## config.mk

```make
export PLATFORM = sky130hd
export DESIGN_NAME = ppes_sequencer
export DESIGN_NICKNAME = d
export VERILOG_FILES = /design/src/ppes_pkg.sv /design/src/ppes_sequencer.sv /design/src/ppes_sync.sv
export SDC_FILE = /design/constraint.sdc
export NUM_CORES = 1
export LEC_CHECK = 0
export BUFFER_PORTS_ARGS = -buffer_cell sky130_fd_sc_hd__buf_2
export CAP_MARGIN = 20
export CELL_PAD_IN_SITES_DETAIL_PLACEMENT = 0
export CELL_PAD_IN_SITES_GLOBAL_PLACEMENT = 2
export CORE_ASPECT_RATIO = 2
export CORE_UTILIZATION = 27
export DETAILED_ROUTE_END_ITERATION = 16
export PLACE_DENSITY = 0.91
export SYNTH_ARGS = -nofsm -noshare
export SYNTH_HDL_FRONTEND = slang
export SYNTH_SLANG_ARGS = --single-unit
```

## constraint.sdc

```tcl
create_clock -name ref_clk -period 2.1 [get_ports ref_clk]
set_input_delay 0.315 -clock ref_clk [delete_from_list [all_inputs] [get_ports ref_clk]]
set_output_delay 0.315 -clock ref_clk [all_outputs]
set_load 0.01 [all_outputs]
```

## src/ppes_pkg.sv

```systemverilog
// shared constants and types for the port pll enable sequencer
package ppes_pkg;

    // clock and timing
    localparam int CLK_PERIOD_PS   = 4000;
    localparam int PSTATE_SETUP_NS = 20;
    localparam int PSTATE_SETUP_CYC =
        (PSTATE_SETUP_NS * 1000 + CLK_PERIOD_PS - 1) / CLK_PERIOD_PS;
    localparam int PREP_W = 3;
    localparam logic [PREP_W-1:0] PREP_LAST =
        PREP_W'(PSTATE_SETUP_CYC - 1);

    // vco setting that the phy uses before software programs one
    localparam int VCO_DEFAULT_MHZ = 13500;

    // transmitter power states
    localparam logic [1:0] PSTATE_OFF    = 2'h0;
    localparam logic [1:0] PSTATE_CONFIG = 2'h1;
    localparam logic [1:0] PSTATE_ACTIVE = 2'h2;

    // setting word width and reset value
    localparam int SET_W = 32;
    localparam logic [SET_W-1:0] SET_RESET = 32'h0000_0000;

    // symbol clock in khz
    localparam int SYM_W = 20;

    // link rate selection
    typedef enum logic [3:0] {
        RATE_RBR, RATE_HBR1, RATE_HBR2, RATE_HBR3,
        RATE_UHBR10, RATE_UHBR13P5,
        RATE_EDP216, RATE_EDP243, RATE_EDP324, RATE_EDP432
    } ppes_rate_t;

    // sequencer states
    typedef enum logic [2:0] {
        S_BOOT, S_IDLE, S_PREP, S_REQ, S_RELEASE
    } ppes_state_t;

endpackage

```

## src/ppes_sequencer.sv

```systemverilog
// port pll enable sequencer: phy request/acknowledge and pll status
// Operation
// software changes frequency only while disabled
// run bring-up after phy initialisation completes
// software enables reference clock before settings
// hardware drives power state before configuring
// software writes all settings before enabling
// voltage steps wrap the enable and disable
// software writes enable to start sequence
// enable set raises transmitter setting request
// hardware waits for phy acknowledge
// force run set only after enable
// lock status samples phy run state
// disable write raises a new request
// software clears force run when disabling
// software polls completion before post step
// basic rates 162 to 810 MHz
// ultra rates need spread spectrum on
// embedded rates 216 to 432 MHz
// software computes hdmi bit rate
// firmware writes reference range setting
// software writes tabulated decimal values
// new enable ignored until handshake completes
`timescale 1ns/1ps
module ppes_sequencer (
    // clock and reset
    input  wire logic                         ref_clk,
    input  wire logic                         rst_n,
    // control and configuration bits from software
    input  wire logic                         pllEnable,
    input  wire logic                         pllForceRun,
    input  wire logic                         voltPrepDone,
    input  wire ppes_pkg::ppes_rate_t         linkRate,
    input  wire logic [ppes_pkg::SET_W-1:0]   chargePumpSettings,
    input  wire logic [ppes_pkg::SET_W-1:0]   dividerSettings,
    input  wire logic [ppes_pkg::SET_W-1:0]   secondDividerSettings,
    input  wire logic [ppes_pkg::SET_W-1:0]   spreadEnableSettings,
    input  wire logic [ppes_pkg::SET_W-1:0]   spreadStepSettings,
    input  wire logic [ppes_pkg::SET_W-1:0]   fractionalSettingsOne,
    input  wire logic [ppes_pkg::SET_W-1:0]   fractionalSettingsTwo,
    // status bits to software
    output logic                              pllLock,
    output logic                              txSettingDone,
    output logic                              seqDonePulse,
    output logic                              useDefaultSetting,
    output logic                              spreadViolation,
    output logic [ppes_pkg::SYM_W-1:0]        symbolClockKhz,
    // phy side
    input  wire logic                         phyInitDone,
    input  wire logic                         txSettingAcknowledge,
    input  wire logic                         pllRunState,
    output logic                              txSettingRequest,
    output logic [1:0]                        txPowerState,
    output logic                              pllForceRunOut,
    output logic [ppes_pkg::SET_W-1:0]        phyChargePump,
    output logic [ppes_pkg::SET_W-1:0]        phyDivider,
    output logic [ppes_pkg::SET_W-1:0]        phySecondDivider,
    output logic [ppes_pkg::SET_W-1:0]        phySpreadEnable,
    output logic [ppes_pkg::SET_W-1:0]        phySpreadStep,
    output logic [ppes_pkg::SET_W-1:0]        phyFractionalOne,
    output logic [ppes_pkg::SET_W-1:0]        phyFractionalTwo
);
    ppes_pkg::ppes_state_t       state_q;
    logic [ppes_pkg::PREP_W-1:0] prep_q;
    logic                        targetOn_q;
    logic                        pllOn_q;
    logic                        initSync;
    logic                        ackSync;
    logic                        runSync;

    // symbol clock per link rate
    function automatic logic [ppes_pkg::SYM_W-1:0] symClk(
        input ppes_pkg::ppes_rate_t r);
        unique case (r)
            ppes_pkg::RATE_RBR:      symClk = 20'h2_78D0;
            ppes_pkg::RATE_HBR1:     symClk = 20'h4_1EB0;
            ppes_pkg::RATE_HBR2:     symClk = 20'h8_3D60;
            ppes_pkg::RATE_HBR3:     symClk = 20'hC_5C10;
            ppes_pkg::RATE_UHBR10:   symClk = 20'h4_C4B4;
            ppes_pkg::RATE_UHBR13P5: symClk = 20'h6_6FF3;
            ppes_pkg::RATE_EDP216:   symClk = 20'h3_4BC0;
            ppes_pkg::RATE_EDP243:   symClk = 20'h3_B538;
            ppes_pkg::RATE_EDP324:   symClk = 20'h4_F1A0;
            ppes_pkg::RATE_EDP432:   symClk = 20'h6_9780;
            default:                 symClk = 20'h0_0000;
        endcase
    endfunction

    // ultra-high rates carry a minimum spread requirement
    function automatic logic needsSpread(input ppes_pkg::ppes_rate_t r);
        needsSpread = (r == ppes_pkg::RATE_UHBR10) ||
                      (r == ppes_pkg::RATE_UHBR13P5);
    endfunction

    // phy signals come from another domain, so resynchronise them
    ppes_sync #(
        .WIDTH (3)
    ) u_sync (
        .ref_clk (ref_clk),
        .rst_n   (rst_n),
        .asyncIn ({phyInitDone, txSettingAcknowledge, pllRunState}),
        .syncOut ({initSync, ackSync, runSync})
    );

    // sequencer: a request at bring-up, then one whenever idle finds enable differing from pll state while voltPrepDone is high
    always_ff @(posedge ref_clk) begin
        if (!rst_n) begin
            state_q    <= ppes_pkg::S_BOOT;
            prep_q     <= '0;
            targetOn_q <= 1'b0;
            pllOn_q    <= 1'b0;
        end else begin
            unique case (state_q)
                // bring-up after init
                ppes_pkg::S_BOOT: begin
                    if (initSync) begin
                        state_q    <= ppes_pkg::S_PREP;
                        targetOn_q <= 1'b0;
                        prep_q     <= '0;
                    end
                end
                // waits for voltage step; R12 disable also requests
                ppes_pkg::S_IDLE: begin
                    if (voltPrepDone && (pllEnable != pllOn_q)) begin
                        state_q    <= ppes_pkg::S_PREP;
                        targetOn_q <= pllEnable;
                        prep_q     <= '0;
                    end
                end
                // hold power state before requesting
                ppes_pkg::S_PREP: begin
                    if (prep_q == ppes_pkg::PREP_LAST) begin
                        state_q <= ppes_pkg::S_REQ;
                    end else begin
                        prep_q <= prep_q + 1'b1;
                    end
                end
                // wait for acknowledge
                ppes_pkg::S_REQ: begin
                    if (ackSync) begin
                        state_q <= ppes_pkg::S_RELEASE;
                        pllOn_q <= targetOn_q;
                    end
                end
                // no new request until acknowledge drops
                ppes_pkg::S_RELEASE: begin
                    if (!ackSync) begin
                        state_q <= ppes_pkg::S_IDLE;
                    end
                end
            endcase
        end
    end

    // request held while waiting
    assign txSettingRequest = (state_q == ppes_pkg::S_REQ);
    assign txSettingDone    = (state_q == ppes_pkg::S_IDLE);

    // power state: config while preparing or off, active once on
    always_ff @(posedge ref_clk) begin
        if (!rst_n) begin
            txPowerState <= ppes_pkg::PSTATE_OFF;
        end else if (state_q == ppes_pkg::S_BOOT && !initSync) begin
            txPowerState <= ppes_pkg::PSTATE_OFF;
        end else if (state_q == ppes_pkg::S_PREP || !pllOn_q) begin
            txPowerState <= ppes_pkg::PSTATE_CONFIG;
        end else begin
            txPowerState <= ppes_pkg::PSTATE_ACTIVE;
        end
    end

    // settings are sampled only when an enable starts, so the phy
    // never sees them move while running
    always_ff @(posedge ref_clk) begin
        if (!rst_n) begin
            phyChargePump     <= ppes_pkg::SET_RESET;
            phyDivider        <= ppes_pkg::SET_RESET;
            phySecondDivider  <= ppes_pkg::SET_RESET;
            phySpreadEnable   <= ppes_pkg::SET_RESET;
            phySpreadStep     <= ppes_pkg::SET_RESET;
            phyFractionalOne  <= ppes_pkg::SET_RESET;
            phyFractionalTwo  <= ppes_pkg::SET_RESET;
            useDefaultSetting <= 1'b1;
        end else if (state_q == ppes_pkg::S_IDLE && voltPrepDone &&
                     pllEnable && !pllOn_q) begin
            phyChargePump     <= chargePumpSettings;
            phyDivider        <= dividerSettings;
            phySecondDivider  <= secondDividerSettings;
            phySpreadEnable   <= spreadEnableSettings;
            phySpreadStep     <= spreadStepSettings;
            phyFractionalOne  <= fractionalSettingsOne;
            phyFractionalTwo  <= fractionalSettingsTwo;
            useDefaultSetting <= 1'b0;
        end
    end

    // status: lock, force run gate, completion pulse, rate info
    always_ff @(posedge ref_clk) begin
        if (!rst_n) begin
            pllLock         <= 1'b0;
            pllForceRunOut  <= 1'b0;
            seqDonePulse    <= 1'b0;
            spreadViolation <= 1'b0;
            symbolClockKhz  <= '0;
        end else begin
            // lock follows phy run state
            pllLock        <= runSync;
            // force run blocked until pll is on, so dividers are sampled
            pllForceRunOut <= pllForceRun && pllOn_q;
            seqDonePulse   <= (state_q == ppes_pkg::S_RELEASE) &&
                              !ackSync;
            // spread required for ultra rates
            spreadViolation <= needsSpread(linkRate) &&
                               !spreadEnableSettings[0];
            // symbol clock of selected rate
            symbolClockKhz  <= symClk(linkRate);
        end
    end
endmodule

```

## src/ppes_sync.sv

```systemverilog
// two-flop synchroniser for signals arriving from the phy
`timescale 1ns/1ps
module ppes_sync #(
    parameter int WIDTH = 3
) (
    // clock and reset
    input  wire logic             ref_clk,
    input  wire logic             rst_n,
    // data
    input  wire logic [WIDTH-1:0] asyncIn,
    output logic      [WIDTH-1:0] syncOut
);
    logic [WIDTH-1:0] meta_q;

    // first stage feeds only the second stage
    always_ff @(posedge ref_clk) begin
        if (!rst_n) begin
            meta_q  <= '0;
            syncOut <= '0;
        end else begin
            meta_q  <= asyncIn;
            syncOut <= meta_q;
        end
    end
endmodule

```

# Word-level counts from Yosys, hierarchy flattened
# Memory sizes are Yosys's and may differ from the RTL's. A register that Yosys moved wholly into a read port is not among the register bits.
# Cells that the tools add are included.
# Widths: inputs -> output; s select.
[totals]
reg_bits = 245
mem_bits_ro = 320
inputBits = 236
elab_cells = 73
mem_count = 1
[memory_table]
columns = ["memory", "depth", "word_bits", "read_ports", "rd_ports_with_merged_regs", "write_ports", "line_no", "text"]
rows = [
  ["(no name shown)", 16, 20, 1, 1, 0, "ppes_sequencer.sv:74", "unique case (r)"],
]
[classes]
addsub = 1
eq_ne = 14
muxes = 14
bitwise = 1
reduce_logical = 23
[op_table]
columns = ["cell", "n"]
rows = [
  ["$mux 3", 8],
  ["$pmux 3 s5", 1],
  ["$pmux 3 s3", 1],
  ["$eq 4x3->1 const B", 2],
  ["$logic_and 1x1->1", 8],
  ["$eq 3x2->1 const B", 2],
  ["$eq 3x3->1 const B", 2],
  ["$ne 2x1->1 const B", 3],
  ["$ne 2x2->1 const B", 3],
  ["$logic_not 1->1", 5],
  ["$reduce_and 5->1", 1],
  ["$reduce_and 4->1", 1],
  ["$add 3x1->3 const B", 1],
  ["$eq 3x1->1 const B", 1],
  ["$logic_not 3->1", 1],
  ["$reduce_and 3->1", 1],
  ["$reduce_bool 3->1", 1],
  ["$logic_or 1x1->1", 2],
  ["$mux 1", 2],
  ["$mux 2", 1],
  ["$pmux 1 s2", 1],
  ["$reduce_and 2->1", 1],
  ["$reduce_bool 2->1", 1],
  ["$reduce_or 2->1", 1],
  ["other kinds (2)", 2],
]

# Longest topological paths before layout
[depth]
word_depth = 4
ltp_mapped = 8

# Cells and area by module
# From an unflattened synthesis, not the netlist that was laid out.
[hier_totals]
hier_cells = 1152
hier_area_um2 = 9872.0
[by_module_without_submodules]
columns = ["mod", "instances", "cells_each", "area_each_um2", "seq_area_each_um2"]
rows = [
  ["ppes_sequencer", 1, 1140, 9714.3, 5165.0],
  ["ppes_sync", 1, 12, 157.7, 120.1],
]

# Least setup slack after synthesis
# No wires, ideal clock.
[synth_timing]
kind = "flip-flop to flip-flop"
startpoint = "register state_q[2]"
endpoint = "register phySecondDivider[0] (netlist name)"
arrival_time_ps = 1301
required_ps = 1984
slack_ps = 683
path_stages_with_launch = 9
path_buffers = 4
period_less_slack_ps = 1417
cell_sequence = "dfxtp_1 buf_2 nor2_1 nand4_1 buf_2 buf_2 buf_2 nand2_1 a21boi_1"
[synth_via]
elab_chain_cells = 4
[synth_lines]
columns = ["item", "line_no", "text"]
rows = [
  ["start, declared", "ppes_sequencer.sv:63", "ppes_pkg::ppes_state_t state_q;"],
  ["start signal, assigned", "ppes_sequencer.sv:108", "state_q <= ppes_pkg::S_BOOT;"],
  ["start signal, assigned", "ppes_sequencer.sv:117", "state_q <= ppes_pkg::S_PREP;"],
  ["start signal, assigned", "ppes_sequencer.sv:125", "state_q <= ppes_pkg::S_PREP;"],
  ["$eq 3x1->1", "ppes_sequencer.sv:184", "end else if (state_q == ppes_pkg::S_IDLE && voltPrepDone &&"],
  ["$logic_and 1x1->1 (2 in a row)", "ppes_sequencer.sv:184", ""],
  ["$logic_and 1x1->1", "ppes_sequencer.sv:185", "pllEnable && !pllOn_q) begin"],
  ["end signal, assigned", "ppes_sequencer.sv:178", "phySecondDivider <= ppes_pkg::SET_RESET;"],
  ["end signal, assigned", "ppes_sequencer.sv:188", "phySecondDivider <= secondDividerSettings;"],
  ["end, declared", "ppes_sequencer.sv:57", "output logic [ppes_pkg::SET_W-1:0] phySecondDivider,"],
]
# No other way between the ends.
# A chain may end at the register's enable or synchronous reset.

# Worst setup path after layout
[layout_timing]
startpoint = "register state_q[2]"
endpoint = "output port txSettingRequest"
[layout_via]
elab_chain_cells = 1
[layout_lines]
columns = ["item", "line_no", "text"]
rows = [
  ["$eq 3x2->1", "ppes_sequencer.sv:156", "assign txSettingRequest = (state_q == ppes_pkg::S_REQ);"],
  ["end, declared", "ppes_sequencer.sv:52", "output logic txSettingRequest,"],
]
# No other way between the ends.

==> reports/qor.csv <==
metric,value,unit
Synth Instances,1153,
Port Buffers,488,
share of cells above drive strength 1,31.90,%
slew margin rel.,66.19,%
Layout fillers,3743,
Reg area,0.005286,sq mm
Finished Cell Area,0.01456,sq mm
post-synthesis cell type count,36,
post-detail-place hpwl,23.50,mm
Vias/cell,4.424,
critical path startpoint category,flip-flop,
drt initial violations,304,
Leakage Power,0.006485,uW
post-CTS setup buffer count,0,
syn nets,1397,
P_int,8014,uW
"Clk pin slew, worst setup/hold paths",60,ps
top post-synthesis cells by area,"dfxtp_1 (54%), nand2_1 (18%), a21boi_1 (11%)",
Die Wd,137.2,um
sequential share of the synthesized area,53.53,%
clk_lat worst skew,530,ps
Fmax achieved,0.5202,GHz
CP required,1780,ps
data arrival time of the worst path,1610,ps
area grow syn2layout,47.47,%
grt peak-use layer,met2,
Die Ht,272.4,um
worst vdd ir,0.7656,mV
count of final max-slew check failures,0,
status,"complete, no violations",
via count,9614,
utilization after layout,40.53,%
global-route wire length before repair,48.99,mm
Synth area leader,dfxtp_1,
DRT antenna net count,0,
antenna violations before repair,2,
Yosys warnings,0,
grt ovf,0,
max-cap violation count,0,
met3 Resource Use GR,2.941,%
Site Rows,98,
H-tree level count,1,
Clock Skew,8.475,ps
Net Sw Frac,22.72,%
clock sink total,264,
Avg Inst Size Synth,8.563,sq um
io pins,489,
gr usage total,16.70,%
multi-input logic area,0.004143,sq mm
"Hold Violations, Final",0,
largest net degree at the start of global routing,75,
Sw Pwr,2357,uW
critical path class,flip-flop to output pin,
CP Max Fanout,8,
Clk pwr share,42.0,%
Setup TNS,0,ps
Hold WC Path Type,input pin to flip-flop,
sequential power share,49.4,%
global-route track usage on met1,17.40,%
vias in the first global route,9263,
Clock Tree Root,clkbuf_16,
Period minus WS final,1922,ps
Synth Cell Area,0.009873,sq mm
Starting Density,27.48,%
Tcrit/Tclk final,91.54,%
RSZ-0062 raised after global routing,no,
Total Nets Final,1951,
top cell type's share of synthesized area,53.53,%
GR Util met2,31.57,%
CTS Buf Count,25,
routed wire length,32.67,mm
Power Dens Cells,712.3,mW/mm^2
clk buf depth,3,
Seq cells post-synth,264,
routed wire length per instance,15.03,um
Slew @ Worst Pin,507.2,ps
routability cong.,0.8121,
critical path capture point type,output pin,
combinational power share,8.6,%
DRC violations left,0,
CTS tree,yes,
final setup violation count,0,
1st-pass router iterations,4,
placed inst area,0.01278,sq mm
die area,0.03738,sq mm
area of the core,0.03593,sq mm
==> cells by family after synthesis <==
kind of cell / share of synthesized area [%]
buffers and inverters: 4.625
AOI/OAI and AO/OA: 18.90
and+or+nand+nor: 21.06
muxes: 0.6083
DFF: 53.53
adders and majority gates: 1.014
xor gates and xnor gates: 0.2662
==> critical path: stages (launching register included) <==
cell and delay [ps]:
dfxtp_1 360, buf_4 190, nor2b_2 210, and2_1 190
buf_2 140
==> power groups by stage <==
stage	Combinational (uW)	Clock, uW	Sequential [uW]
floorplan	315	0	5260
global placement	742	0	5240
detailed placement	746	0	5240
CTS	903	4560	5120
global route	977	4730	5130
finish	893	4350	5130
==> worst paths after layout <==
check / from / to / slack, ps / cells past startpoint
worst min register to register: u_sync.meta_q[2]$_SDFF_PN0_ / u_sync.syncOut[2]$_SDFF_PN0_ / 430 / 1
worst max-delay path: state_q[2]$_SDFFE_PN0P_ / txSettingRequest / 180 / 4
worst max register to register: pllOn_q$_SDFFE_PN0P_ / phyDivider[2]$_SDFFE_PN0P_ / 300 / 6
worst min-delay path: secondDividerSettings[30] / phySecondDivider[30]$_SDFFE_PN0P_ / 30 / 3
==> metal layers <==
metal / wire (um) / vias to the layer above / share of wire [%]
li1: - / 4810 / -
met1: 12170 / 4363 / 37
met2: 16870 / 377 / 52
met3: 2298 / 64 / 7.0
met4: 1330 / 0 / 4.1
met5: 0 / - / 0
==> synthesized netlist by cell type, drive strengths merged <==
library cell,n
nand4,2
xor2,2
inv,7
a22oi,1
o22ai,1
o21a,6
nor3b,1
nand2b,2
nand3,4
o221ai,1
and4b,1
a21oi,10
o211ai,1
ha,8
and3,3
a31oi,1
mux2i,6
nor2,21
nand2,464
clkbuf,40
buf,46
dfxtp,264
and2,11
a21boi,225
o21ai,5
or3,1
nor2b,10
nor4b,1
a311o,1
nor3,5
xnor2,1
o311a,1
==> layout make-up <==
cell class	count	area share [%]
clock inverter	5	0.3609
clock buffer	36	4.855
sequential	264	36.31
inverter	7	0.1805
timing repair buffer	613	25.94
multi-input combinational	796	28.45
tap	450	3.867
antenna	2	0.03437
==> metrics by stage <==
| step | total power (uW) | setup WS [ps] | cells | hold slack [ps] |
|---|---|---|---|---|
| after floorplan | 5575 | 683.1 | 1153 | 391.8 |
| after global placement | 5978 | 265.4 | 2029 | 415.6 |
| after detailed placement | 5983 | 273.8 | 2029 | 419.8 |
| after CTS | 10580 | 5.880 | 2171 | 0.02132 |
| after global routing | 10840 | 71.14 | 2173 | 7.599 |
| final | 10370 | 177.6 | 2173 | 33.21 |
==> repair_timing <==
item / CTS / global route
hold endpoints to repair: 101 / 0
hold buffers: 101 / 0
setup endpoints to repair: 1 / 1
resized for setup: 1 / 1
==> flip-flops by register name, summed over array words and instances, names as in the netlist, 2 cells and up <==
name / cells
phyChargePump: 32
phyDivider: 32
phyFractionalOne: 32
phyFractionalTwo: 32
phySecondDivider: 32
phySpreadEnable: 32
phySpreadStep: 32
prep_q: 3
state_q: 3
symbolClockKhz: 19
txPowerState: 2
u_sync.meta_q: 3
u_sync.syncOut: 3
==> cell usage in the layout (no fill, tap or decap), types with 8 or more instances in the layout <==
cell and n:
a21boi_0 75, a21boi_1 150, a21oi_1 10, and2_1 11, buf_12 11, buf_2 487
buf_4 13, clkbuf_16 25, dfxtp_1 263, dlygate4sd3_1 101, ha_1 8, nand2_1 464
nor2_1 21, nor2b_1 9
(Power assumes the default switching activity.)
